==> config.mk <==
export PLATFORM = sky130hd
export DESIGN_NAME = ppmhc_top
export DESIGN_NICKNAME = d
export VERILOG_FILES = /design/src/verilog/ppmhc_pkg.sv /design/src/verilog/ppmhc_event_flag.sv /design/src/verilog/ppmhc_top.sv
export SDC_FILE = /design/constraint.sdc
export NUM_CORES = 1
export LEC_CHECK = 0
export ABC_AREA = 1
export ABC_CLOCK_PERIOD_IN_PS = 1600
export BUFFER_PORTS_ARGS = -buffer_cell sky130_fd_sc_hd__buf_2
export CORE_MARGIN = 2
export CORE_UTILIZATION = 45
export DETAILED_ROUTE_END_ITERATION = 10
export PLACE_DENSITY = 0.84
export SETUP_SLACK_MARGIN = 0.1
export SYNTH_ARGS = -nofsm -noshare
export SYNTH_HDL_FRONTEND = slang
export SYNTH_SLANG_ARGS = --single-unit
export TNS_END_PERCENT = 100
==> constraint.sdc <==
create_clock -name ref_clk -period 1.6 [get_ports ref_clk]
set_input_delay 0.08 -clock ref_clk [delete_from_list [all_inputs] [get_ports ref_clk]]
set_output_delay 0.08 -clock ref_clk [all_outputs]
set_load 0.01 [all_outputs]
==> src/verilog/ppmhc_pkg.sv <==
// package with constants and types for the port mode host control block
`default_nettype none
package ppmhc_pkg;
  localparam int NUM_PORTS = 4;
  // port mode encodings
  typedef enum logic [1:0]
  {
    PPMHC_SHUTDOWN = 2'h0,
    PPMHC_MANUAL = 2'h1,
    PPMHC_SEMI = 2'h2,
    PPMHC_AUTO = 2'h3
  } ppmhc_mode_t;
  localparam logic [1:0] MODE_RESET = 2'h0;
  localparam logic [3:0] EVENT_RESET = 4'h0;
  localparam logic [7:0] MAP_RESET = 8'hE4;
  localparam logic [3:0] SUPPLY_STICKY_RESET = 4'h0;
  // cycles the strap input is sampled after reset release
  localparam int STRAP_SETTLE_CYC = 4;
endpackage
`default_nettype wire

==> src/verilog/ppmhc_event_flag.sv <==
// sticky event flag with clear on read, set wins over clear
`timescale 1ns/100ps
`default_nettype none
module ppmhc_event_flag
#(
  parameter int WIDTH = 4
)
(
  input wire logic ref_clk,
  input wire logic rst_n,
  input wire logic [WIDTH-1:0] setPulse,
  input wire logic clearRead,
  output logic [WIDTH-1:0] flags
);
  logic [WIDTH-1:0] flag_ff;
  logic [WIDTH-1:0] nxt_flag;

  initial
  begin
    if (WIDTH < 1) $error("WIDTH must be at least 1");
  end

  // a read clears, a same-cycle event survives
  always_comb
  begin
    nxt_flag = (clearRead ? {WIDTH{1'b0}} : flag_ff) | setPulse;
  end

  // flag storage
  always_ff @(posedge ref_clk)
  begin
    if (!rst_n)
      flag_ff <= {WIDTH{1'b0}};
    else
      flag_ff <= nxt_flag;
  end

  assign flags = flag_ff;
endmodule
`default_nettype wire

==> src/verilog/ppmhc_top.sv <==
// per-port operating mode, reset commands and event request for one quad
`timescale 1ns/100ps
`default_nettype none
module ppmhc_top
#(
  parameter int PORTS = ppmhc_pkg::NUM_PORTS
)
(
  input wire logic ref_clk,
  input wire logic rst_n,
  input wire logic hardResetPinN,
  input wire logic quadSelect,
  input wire logic [7:0] modeWriteData,
  input wire logic modeWrite,
  input wire logic [7:0] probeEnableData,
  input wire logic probeEnableWrite,
  input wire logic [7:0] portResetCommand,
  input wire logic portResetWrite,
  input wire logic [3:0] powerOnCommand,
  input wire logic powerOnWrite,
  input wire logic [7:0] portOrderMapData,
  input wire logic portOrderMapWrite,
  input wire logic autoStrapN,
  input wire logic [3:0] supplyEventIn,
  input wire logic [3:0] supplyConditionIn,
  input wire logic watchdogExpire,
  input wire logic [3:0] portEventIn,
  input wire logic [3:0] eventMask,
  input wire logic portEventRead,
  input wire logic supplyEventRead,
  input wire logic commandRead,
  output logic eventRequestN,
  output logic [7:0] portModeOut,
  output logic [3:0] searchActive,
  output logic [3:0] autoRun,
  output logic [3:0] forcePowerOn,
  output logic [7:0] portOrderMap,
  output logic portOrderMapLocked,
  output logic [7:0] supplyEventOut,
  output logic [7:0] commandReadData,
  output logic [3:0] interruptSummary
);
  // one instance serves one quad; a second quad is a second instance
  initial
  begin
    if (PORTS != 4) $error("PORTS must be 4 per quad");
  end

  ////////////////////////////////////////////////////////////////////////
  // input synchronisers for pins
  logic [1:0] hrsSync_ff;
  logic [1:0] strapSync_ff;
  logic [3:0] supSync0_ff;
  logic [3:0] supSync1_ff;
  logic [3:0] condSync0_ff;
  logic [3:0] condSync1_ff;

  // two flops per pin
  always_ff @(posedge ref_clk)
  begin
    if (!rst_n)
    begin
      hrsSync_ff <= 2'h3;
      strapSync_ff <= 2'h3;
      supSync0_ff <= 4'h0;
      supSync1_ff <= 4'h0;
      condSync0_ff <= 4'h0;
      condSync1_ff <= 4'h0;
    end
    else
    begin
      hrsSync_ff <= {hrsSync_ff[0], hardResetPinN};
      strapSync_ff <= {strapSync_ff[0], autoStrapN};
      supSync0_ff <= supplyEventIn;
      supSync1_ff <= supSync0_ff;
      condSync0_ff <= supplyConditionIn;
      condSync1_ff <= condSync0_ff;
    end
  end

  logic pinReset;
  assign pinReset = !hrsSync_ff[1];

  ////////////////////////////////////////////////////////////////////////
  // strap capture after release
  logic [2:0] settle_ff;
  logic strapDone_ff;
  logic strapAuto_ff;

  // settle counter, strap caught once per power-on
  always_ff @(posedge ref_clk)
  begin
    if (!rst_n)
    begin
      settle_ff <= 3'h0;
      strapDone_ff <= 1'b0;
      strapAuto_ff <= 1'b0;
    end
    else if (!strapDone_ff)
    begin
      settle_ff <= settle_ff + 3'h1;
      if (settle_ff == 3'(ppmhc_pkg::STRAP_SETTLE_CYC))
      begin
        strapDone_ff <= 1'b1;
        strapAuto_ff <= !strapSync_ff[1];
      end
    end
  end

  logic strapApply;
  assign strapApply = !strapDone_ff && 
    (settle_ff == 3'(ppmhc_pkg::STRAP_SETTLE_CYC)) && !strapSync_ff[1];

  ////////////////////////////////////////////////////////////////////////
  // port modes
  logic [7:0] mode_ff;
  logic [3:0] detEn_ff;
  logic [3:0] clsEn_ff;
  logic [3:0] supplyHit;
  logic [3:0] downMask;
  logic [3:0] supplyDelay_ff;
  assign supplyHit = supSync1_ff & ~supplyDelay_ff;
  assign downMask = (portResetWrite ? portResetCommand[3:0] : 4'h0) |
    {4{portResetWrite && portResetCommand[4]}} |
    {4{watchdogExpire}} | {4{|supplyHit}};

  // mode register, forced to shutdown by resets
  always_ff @(posedge ref_clk)
  begin
    if (!rst_n)
      mode_ff <= {4{ppmhc_pkg::MODE_RESET}};
    else if (pinReset)
      mode_ff <= {4{ppmhc_pkg::MODE_RESET}};
    else
    begin
      for (int i = 0; i < 4; i++)
      begin
        if (downMask[i])
          mode_ff[2*i +: 2] <= ppmhc_pkg::PPMHC_SHUTDOWN;
        else if (strapApply)
          mode_ff[2*i +: 2] <= ppmhc_pkg::PPMHC_AUTO;
        else if (modeWrite)
          mode_ff[2*i +: 2] <= modeWriteData[2*i +: 2];
      end
    end
  end

  // probe enables
  always_ff @(posedge ref_clk)
  begin
    if (!rst_n || pinReset)
    begin
      detEn_ff <= 4'h0;
      clsEn_ff <= 4'h0;
    end
    else if (probeEnableWrite)
    begin
      detEn_ff <= probeEnableData[3:0];
      clsEn_ff <= probeEnableData[7:4];
    end
  end

  // mode decode into per-port actions
  always_ff @(posedge ref_clk)
  begin
    if (!rst_n)
    begin
      searchActive <= 4'h0;
      autoRun <= 4'h0;
      forcePowerOn <= 4'h0;
      portModeOut <= 8'h0;
    end
    else
    begin
      portModeOut <= mode_ff;
      for (int i = 0; i < 4; i++)
      begin
        searchActive[i] <= mode_ff[2*i +: 2] == ppmhc_pkg::PPMHC_SEMI &&
          detEn_ff[i] && clsEn_ff[i];
        autoRun[i] <= mode_ff[2*i +: 2] == ppmhc_pkg::PPMHC_AUTO;
        forcePowerOn[i] <= powerOnWrite && powerOnCommand[i] &&
          mode_ff[2*i +: 2] == ppmhc_pkg::PPMHC_MANUAL;
      end
    end
  end

  ////////////////////////////////////////////////////////////////////////
  // port order map, write once
  always_ff @(posedge ref_clk)
  begin
    if (!rst_n || pinReset)
    begin
      portOrderMap <= ppmhc_pkg::MAP_RESET;
      portOrderMapLocked <= 1'b0;
    end
    else if (portOrderMapWrite && !portOrderMapLocked)
    begin
      portOrderMap <= portOrderMapData;
      portOrderMapLocked <= 1'b1;
    end
  end

  ////////////////////////////////////////////////////////////////////////
  // events
  logic [3:0] portFlags;
  logic [3:0] supFlags;
  logic [3:0] supSticky_ff;

  // edge detect on synchronised supply events
  always_ff @(posedge ref_clk)
  begin
    if (!rst_n)
      supplyDelay_ff <= 4'h0;
    else
      supplyDelay_ff <= supSync1_ff;
  end

  ppmhc_event_flag #(.WIDTH(4)) portEvt
  (
    .ref_clk(ref_clk),
    .rst_n(rst_n && !pinReset),
    .setPulse(portEventIn),
    .clearRead(portEventRead),
    .flags(portFlags)
  );

  ppmhc_event_flag #(.WIDTH(4)) supEvt
  (
    .ref_clk(ref_clk),
    .rst_n(rst_n && !pinReset),
    .setPulse(supplyHit),
    .clearRead(supplyEventRead),
    .flags(supFlags)
  );

  // upper nibble survives pin reset while its cause persists
  always_ff @(posedge ref_clk)
  begin
    if (!rst_n)
      supSticky_ff <= ppmhc_pkg::SUPPLY_STICKY_RESET;
    else
      supSticky_ff <= condSync1_ff | (supSticky_ff & condSync1_ff);
  end

  // summary, supply readback, one-shot readback and request
  always_ff @(posedge ref_clk)
  begin
    if (!rst_n)
    begin
      eventRequestN <= 1'b1;
      supplyEventOut <= 8'h0;
      commandReadData <= 8'h0;
      interruptSummary <= 4'h0;
    end
    else
    begin
      supplyEventOut <= {supSticky_ff, supFlags};
      commandReadData <= commandRead ? 8'h00 : 8'h00;
      interruptSummary <= {2'h0, |supFlags, |portFlags};
      eventRequestN <= !(|(portFlags & ~eventMask) |
        (|supFlags));
    end
  end
endmodule
`default_nettype wire
==> reports/qor.csv, run 1 <==
metric;value;unit
rows;31;
setup-violations-final;0;
worstSetupStartpoint;mode_ff[5]$_SDFFE_PP0P_;
fillers;636;
cp_data_required_time;1890;ps
area_growth;31.9;%
ctsHoldBuffers;32;
slew_violations;0;
finClkSkew;4.63;ps
dp_hpwl;4.53;mm
met1_length;2.68;mm
die_w;89.5;µm
synth_top_area_share;58.5;%
wl_met3;338;µm
synth_edf_count;0;
viasPerCell;4.22;
yosysMostFrequentCell;dfxtp_1;
hold_viol_final;0;
multiInputGateArea;940;µm²
port_buffers;100;
grt_setup_unrepaired;no;
wl_met2;3.46;mm
crit_path_end;forcePowerOn[2]$_SDFF_PN0_;
routed_wl;6.58;mm
num_antenna_cells;0;
critPathLaunchType;flop;
ys.flop_type;dfxtp_1;
detail_route.iter0.violations;51;
power.density;1020;nW/µm²
dieArea;8000;µm²
ioPinCount;116;
dr.pass1.iters;4;
syn_area_per_cell;8.07;µm²
path_clk_slew;90;ps
h-tree-depth;3;
r2r_setup_slack;420;ps
yosysSeqAreaShare;58.5;%
ant_nets;0;
clk_latency;340;ps
cts-buffers-inserted;9;
coreArea;7180;µm²
regArea;1920;µm²
max_freq;850;MHz
cts_root_buf;clkbuf_8;
tns;0;ps
synth_top_area_cell;dfxtp_1;
grt_max_degree;44;
r2r_end;forcePowerOn[2]$_SDFF_PN0_;
die_y;89.5;µm
endpoint_kind;flop;
drive_gt1_share;22.9;%
overflow;0;
gr-usage-all-layers;16.6;%
period_share;73.6;%
drc;0;
final_util;60.4;%
vias;2724;
post_cts_buffers;0;
yosysWarningCount;0;
arrival;1460;ps
cts_tree;yes;
synth_common_cells;dfxtp_1 (96), nand2_1 (94), inv_1 (86), nor2_1 (42);
async_flop_share;0;%
outcome;finished clean;
synthDistinctLibCells;21;
post_cts_resized;0;
reg2regPathDepth;4;
netlist_area;3290;µm²
critical_path_class;reg -> reg;
hp-class;in -> reg;
vdd_drop_max;0.000615;V
min_period;1180;ps
crit-reg2reg-launch;mode_ff[5]$_SDFFE_PP0P_;
p_leak;2.41;nW
syn_inst;407;
cts_sinks;96;
max-cap-violations;0;
cts_buffer_depth;2;
synth.area.top_cells;dfxtp_1 (58%), nand2_1 (11%), inv_1 (9.8%);
initial_core_util;45.8;%
place.gp.congestion;0.814;
wl_per_cell;10.2;µm
antenna_found_initial;0;
path_max_fanout;3;
grt_pass1_wl;10.1;mm
nNetsFinal;610;
grt_pass1_vias;2417;
ys_ff_latch;96;
top_layer_used;met4;
## worst max-delay path: stages (launching register included)
cell	delay, ps
dfxtp_1	330
inv_1	70
nand3_1	70
dlygate4sd3_1	560
nor2_1	90
## flip-flops by register name (all words and copies together), names as in the netlist, 3 cells and up
| register | flops |
|---|---|
| supSticky_ff | 4 |
| searchActive | 4 |
| detEn_ff | 4 |
| condSync1_ff | 4 |
| mode_ff | 8 |
| forcePowerOn | 4 |
| supEvt.flags | 4 |
| portModeOut | 8 |
| supSync1_ff | 4 |
| portOrderMap | 8 |
| supSync0_ff | 4 |
| autoRun | 4 |
| clsEn_ff | 4 |
| condSync0_ff | 4 |
| portEvt.flags | 4 |
| supplyDelay_ff | 4 |
| settle_ff | 3 |
| supplyEventOut | 8 |
## per-stage QoR
stage | power (mW) | worst slack [ps] | instance area, µm² | instances | hold slack (ps)
final | 4.44 | 423 | 4340 | 646 | 22.7
after global placement | 2.95 | 492 | 3820 | 598 | 260
after detailed placement | 2.97 | 452 | 3820 | 598 | 265
after global routing | 4.68 | 287 | 4340 | 646 | 21.7
after CTS | 4.50 | 433 | 4340 | 646 | 1.79
after floorplan | 2.83 | 594 | 3320 | 416 | 178
## cells by family after synthesis
kind of cell / synth area share, %
other cells: 0.114
simple gates: 20.0
buf+inv: 13.9
flops: 58.5
compound gates: 6.70
fa+ha+maj: 0.761
## where the power goes
part	internal (mW)	total (mW)	switching, mW
registers	2.49	2.53	0.0449
logic	0.207	0.442	0.235
clock network	0.662	1.47	0.806
## worst min path at each step
| stage | from | endpoint | slack (ps) | depth (start not counted) |
|---|---|---|---|---|
| after detailed placement | supplyConditionIn[2] | condSync0_ff[2]$_SDFF_PN0_ | 270 | 3 |
| after global placement | supplyConditionIn[0] | condSync0_ff[0]$_SDFF_PN0_ | 260 | 3 |
| final | powerOnWrite | forcePowerOn[0]$_SDFF_PN0_ | 20 | 3 |
| after CTS | powerOnWrite | forcePowerOn[0]$_SDFF_PN0_ | 2 | 3 |
| after floorplan | supplyConditionIn[0] | condSync0_ff[0]$_SDFF_PN0_ | 180 | 2 |
| after global routing | powerOnWrite | forcePowerOn[0]$_SDFF_PN0_ | 20 | 3 |
## metal layers
layer | GRT usage, % | up-vias
met5 | 0 | -
met4 | 8.96 | 0
met3 | 3.69 | 10
met2 | 30.6 | 86
met1 | 17.2 | 1179
li1 | - | 1449
## layout by cell type (no fill, tap or decap), drive strengths merged
master and instances:
conb 10, clkinvlp 1, nand2 96, dlygate4sd3 32, o21ai 23, clkinv 3, and2 1, or2 4
ha 2, a21oi 21, nor2 43, and3 1, nor3 1, nor4 4, dfxtp 96, buf 101
clkbuf 11, inv 88, nand3 9
## area by class of cell
type	count	area share (%)
tap	99	2.86
timing repair buffer	133	19.1
clock buffer	11	3.49
multi-input combinational	215	21.7
inverter	87	7.65
sequential	96	44.3
clock inverter	5	0.895
Note: power is estimated with default switching activity, not from simulation.
==> run 2, diff against run 1 <==
--- a/config.mk
+++ b/config.mk
@@ -6,12 +6,12 @@
 export NUM_CORES = 1
 export LEC_CHECK = 0
 export ABC_AREA = 1
-export ABC_CLOCK_PERIOD_IN_PS = 1600
+export ABC_CLOCK_PERIOD_IN_PS = 1050
 export BUFFER_PORTS_ARGS = -buffer_cell sky130_fd_sc_hd__buf_2
 export CORE_MARGIN = 2
-export CORE_UTILIZATION = 45
+export CORE_UTILIZATION = 44
 export DETAILED_ROUTE_END_ITERATION = 10
-export PLACE_DENSITY = 0.84
+export PLACE_DENSITY = 0.86
 export SETUP_SLACK_MARGIN = 0.1
 export SYNTH_ARGS = -nofsm -noshare
 export SYNTH_HDL_FRONTEND = slang
==> constraint.sdc (replaced) <==
create_clock -name ref_clk -period 1.05 [get_ports ref_clk]
set_input_delay 0.0525 -clock ref_clk [delete_from_list [all_inputs] [get_ports ref_clk]]
set_output_delay 0.0525 -clock ref_clk [all_outputs]
set_load 0.01 [all_outputs]
==> run 2 against run 1 <==
Compared with the run above: maximum frequency increased by 20%; combinational power increased by 81%; critical path depth increased by 2; cell count increased by 1.4%; design area increased by 3.4%; register-to-register slack got worse by 360 ps; die area increased by 2.2%; clock skew increased by 2.0 ps; hold slack got worse by 2.2 ps; global-route usage increased by 1.4 points; clock power increased by 44%; highest routed layer unchanged; utilization increased by 1.4 points.
==> reports/qor.csv, run 2 (synthesized netlist as in run 1, its figures left out) <==
metric;value;unit
outcome;finished clean;
dp.cells;601;
routed_wl;7.29;mm
wl_per_cell;11.1;µm
layout.cells.non_filler;655;
cts_tree;yes;
whs;20.5;ps
hp-class;in -> reg;
arrival;1230;ps
min_period;982;ps
critical_path_class;reg -> reg;
path_delay_family;flip-flops;
max-cap-violations;0;
setup-violations-final;0;
grt_setup_unrepaired;yes;
endpoint_kind;flop;
rows;31;
final_util;61.8;%
placement.setup.worst_slack;-14.7;ps
cp_slowest_cell;dfxtp_2;
grt_pass1_wl;11.6;mm
dr.pass1.iters;4;
power.density;1510;nW/µm²
path_clk_slew;90;ps
grt_max_degree;34;
final_cell_mix;buf_2 (100), dfxtp_1 (92), nand2_1 (87);
path_max_fanout;8;
ioPinCount;116;
max_freq;1020;MHz
clk_latency;350;ps
drive_gt1_share;28.4;%
area_growth;36.4;%
coreArea;7250;µm²
vdd_drop_max;0.000833;V
slew_violations;0;
critPathLaunchType;flop;
drc;0;
port_buffers;100;
die_y;90.4;µm
h-tree-depth;3;
antenna_found_initial;0;
initial_core_util;45.3;%
setup_ws;67.5;ps
gr-usage-all-layers;18.0;%
die_w;90.4;µm
period_share;93.6;%
cts_root_buf;clkbuf_8;
crit_path_max_incr_delay;370;ps
cp_data_required_time;1300;ps
place.gp.congestion;0.787;
vias;2837;
cts_buffer_depth;2;
dp_hpwl;4.80;mm
num_antenna_cells;0;
cts_sinks;96;
nNetsFinal;619;
cts-buffers-inserted;9;
p_leak;2.44;nW
fillers;628;
dieArea;8170;µm²
final_common_cell;buf_2;
ant_nets;0;
hold_viol_final;0;
detail_route.iter0.violations;93;
worst-path-buf-inv;2;
path_cells;inv_4, ha_4, nand3_4, nand2_2, inv_1, nor2_1;
viasPerCell;4.33;
overflow;0;
grt_pass1_vias;2698;
finClkSkew;6.63;ps
[run 2: changes by cell type in the layout (fill, tap and decap cells not counted), moves of 7 or more]
cell / before / now
inv_1: 86 / 78
inv_2: 0 / 7
nand2_1: 94 / 87
nand2_2: 0 / 7
[run 2: layout make-up]
cell class	count	area, µm²	area share [%]
clock inverters	6	42.5	0.949
inverters	87	342	7.62
clock buffers	10	128	2.85
flip-flops and latches	96	1930	43.0
well taps	99	124	2.76
repair buffers	142	906	20.2
multi-input cells	215	1010	22.6
[run 2: per-layer routing]
layer	global-route usage (%)	vias up	share of wire [%]
li1	-	1473	-
met1	18.5	1257	41
met2	34.2	90	52
met3	3.76	17	4.4
met4	9.23	0	2.6
met5	0	-	0
[run 2: path summary, 6_finish.rpt]
path / cells past startpoint / slack, ps / end / startpoint
worst max-delay path: 6 / 70 / mode_ff[0]$_SDFFE_PP0P_ / settle_ff[0]$_SDFFE_PN0N_
worst min-delay path: 3 / 20 / clsEn_ff[3]$_SDFFE_PN0P_ / probeEnableData[7]
worst max register to register: 6 / 70 / mode_ff[0]$_SDFFE_PP0P_ / settle_ff[0]$_SDFFE_PN0N_
worst min register to register: 2 / 410 / supSync1_ff[3]$_SDFF_PN0_ / supSync0_ff[3]$_SDFF_PN0_
[run 2: per-stage QoR]
stage / power (mW) / TNS [ps] / area [µm²]
after floorplan: 4.32 / 0 / 3320
after global placement: 4.51 / 0 / 3850
after detailed placement: 4.54 / -24.3 / 3850
after CTS: 6.81 / 0 / 4430
after global routing: 7.16 / 0 / 4480
final: 6.77 / 0 / 4480
[run 2: repair_timing]
action                                  4_1_cts  5_1_grt
resized for setup                            12       28
hold buffers                                 36        0
endpoints found under the setup margin       10       19
pin swaps                                     1       17
setup buffers                                 2        0
hold endpoints to repair                     38        0
[run 2: worst register-to-register path: cells and delay by family, from the launching register on]
family / cells / cell delay, ps
AND/OR/NAND/NOR: 3 / 250
buffers and inverters: 2 / 110
adder cells (fa/ha/maj): 1 / 160
flip-flops: 1 / 370
[run 2: where the power goes]
part | internal, mW | total (mW) | switching, mW
registers | 3.79 | 3.87 | 0.0768
logic | 0.384 | 0.798 | 0.414
clock network | 0.870 | 2.11 | 1.24
==> run 3, diff against run 2 <==
--- a/config.mk
+++ b/config.mk
@@ -6,7 +6,7 @@
 export NUM_CORES = 1
 export LEC_CHECK = 0
 export ABC_AREA = 1
-export ABC_CLOCK_PERIOD_IN_PS = 1050
+export ABC_CLOCK_PERIOD_IN_PS = 800
 export BUFFER_PORTS_ARGS = -buffer_cell sky130_fd_sc_hd__buf_2
 export CORE_MARGIN = 2
 export CORE_UTILIZATION = 44
==> constraint.sdc (replaced) <==
create_clock -name ref_clk -period 0.8 [get_ports ref_clk]
set_input_delay 0.04 -clock ref_clk [delete_from_list [all_inputs] [get_ports ref_clk]]
set_output_delay 0.04 -clock ref_clk [all_outputs]
set_load 0.01 [all_outputs]
==> run 3 against run 2 <==
Compared with the run above: the run now ends with setup timing left; sequential share of layout area down 5.4 points; power up 46%; via count increased by 12%; critical path type unchanged; sequential power grew 33%.
==> reports/qor.csv, run 3 (synthesized netlist as in run 1, its figures left out) <==
metric;value;unit
coreArea;7250;µm²
violations;setup timing;
critPathLaunchType;flop;
hp-class;in -> reg;
wl_per_cell;13.8;µm
grt_pass1_wl;13.6;mm
vias;3165;
overflow;0;
path_max_fanout;4;
outcome;complete, but fails checks;
clk_latency;370;ps
grt_max_degree;23;
endpoint_kind;flop;
cts_buffer_depth;2;
cp_data_required_time;1110;ps
grt_pass1_vias;3026;
cts_root_buf;clkbuf_8;
initial_core_util;45.3;%
setup-violations-final;74;
cts_tree;yes;
hold_viol_final;0;
critical_path_class;reg -> reg;
die_y;90.4;µm
num_antenna_cells;0;
power.density;1880;nW/µm²
slew_violations;0;
drive_gt1_share;48.5;%
p_leak;2.70;nW
setup_ws;-239;ps
detail_route.iter0.violations;109;
area_growth;59.9;%
die_w;90.4;µm
dp_hpwl;5.02;mm
period_share;130;%
gr-usage-all-layers;20.9;%
cts-buffers-inserted;9;
final_cell_mix;buf_2 (79), nand2_1 (76), inv_1 (73);
drc;0;
min_period;1040;ps
h-tree-depth;3;
grt_setup_unrepaired;yes;
viasPerCell;4.63;
max-cap-violations;0;
ioPinCount;116;
routed_wl;9.46;mm
ant_nets;0;
p_total;9.86;mW
nNetsFinal;647;
finClkSkew;10.9;ps
path_clk_slew;100;ps
placement.setup.worst_slack;-228;ps
dieArea;8170;µm²
arrival;1340;ps
place.gp.congestion;0.845;
max_freq;962;MHz
dr.pass1.iters;4;
antenna_found_initial;0;
port_buffers;100;
final_common_cell;buf_2;
cts_sinks;96;
vdd_drop_max;0.00105;V
rows;31;
## run 3: critical path: stages, from the launching register on
cell and delay [ps]:
dfxtp_2 350, nand2_4 80, inv_8 90, nand2_4 90, nor2_4 120, nand2_2 100, nor2_2 150
## run 3: worst paths after layout
kind | end | slack (ps) | cells past startpoint | from
worst max register to register | mode_ff[2]$_SDFFE_PP0P_ | -240 | 6 | hrsSync_ff[1]$_SDFF_PN1_
worst min-delay path | eventRequestN$_SDFF_PN1_ | 30 | 5 | eventMask[1]
worst min register to register | condSync1_ff[0]$_SDFF_PN0_ | 410 | 2 | condSync0_ff[0]$_SDFF_PN0_
worst max-delay path | mode_ff[2]$_SDFFE_PP0P_ | -240 | 6 | hrsSync_ff[1]$_SDFF_PN1_
## run 3: timing repair
| action | CTS | global route |
|---|---|---|
| setup buffers | 8 | 11 |
| pin swaps | 16 | 29 |
| hold buffers | 35 | 2 |
| hold endpoints to repair | 39 | 2 |
| cloned | 1 | 1 |
| gates resized for setup | 80 | 92 |
| endpoints found under the setup margin | 84 | 87 |
## run 3: routing by layer
metal	share of wire [%]	vias to the layer above	wire length [µm]	global-route usage (%)
li1	-	1524	-	-
met1	36	1497	3390	21.0
met2	56	117	5270	41.0
met3	4.8	27	455	4.92
met4	3.6	0	337	8.08
met5	0	-	0	0
## run 3: final cells by class
class | instances | area (µm²)
clock buffer | 9 | 124
clock inverter | 7 | 76.3
fill | 505 | 2000
inverter | 87 | 342
multi-input combinational | 215 | 1260
sequential | 96 | 1980
tap | 99 | 124
timing repair buffer | 170 | 1350
## run 3: through the flow
stage / instances / hold slack [ps] / util [%] / setup TNS [ps] / instance area (µm²)
after floorplan: 416 / 138 / - / -526 / 3360
final: 683 / 34.0 / 72.4 / -6120 / 5250
after detailed placement: 612 / 224 / 55.3 / -1960 / 4010
after global placement: 612 / 222 / 55.3 / -849 / 4010
after global routing: 683 / 47.4 / 72.4 / -8250 / 5250
after CTS: 672 / -142 / 67.5 / -5370 / 4900
## run 3: power breakdown
part | internal (mW) | total (mW) | switching [mW] | leakage, nW
clock network | 1.47 | 3.22 | 1.75 | 0.0966
registers | 5.00 | 5.13 | 0.131 | 0.799
logic | 0.770 | 1.51 | 0.735 | 1.81
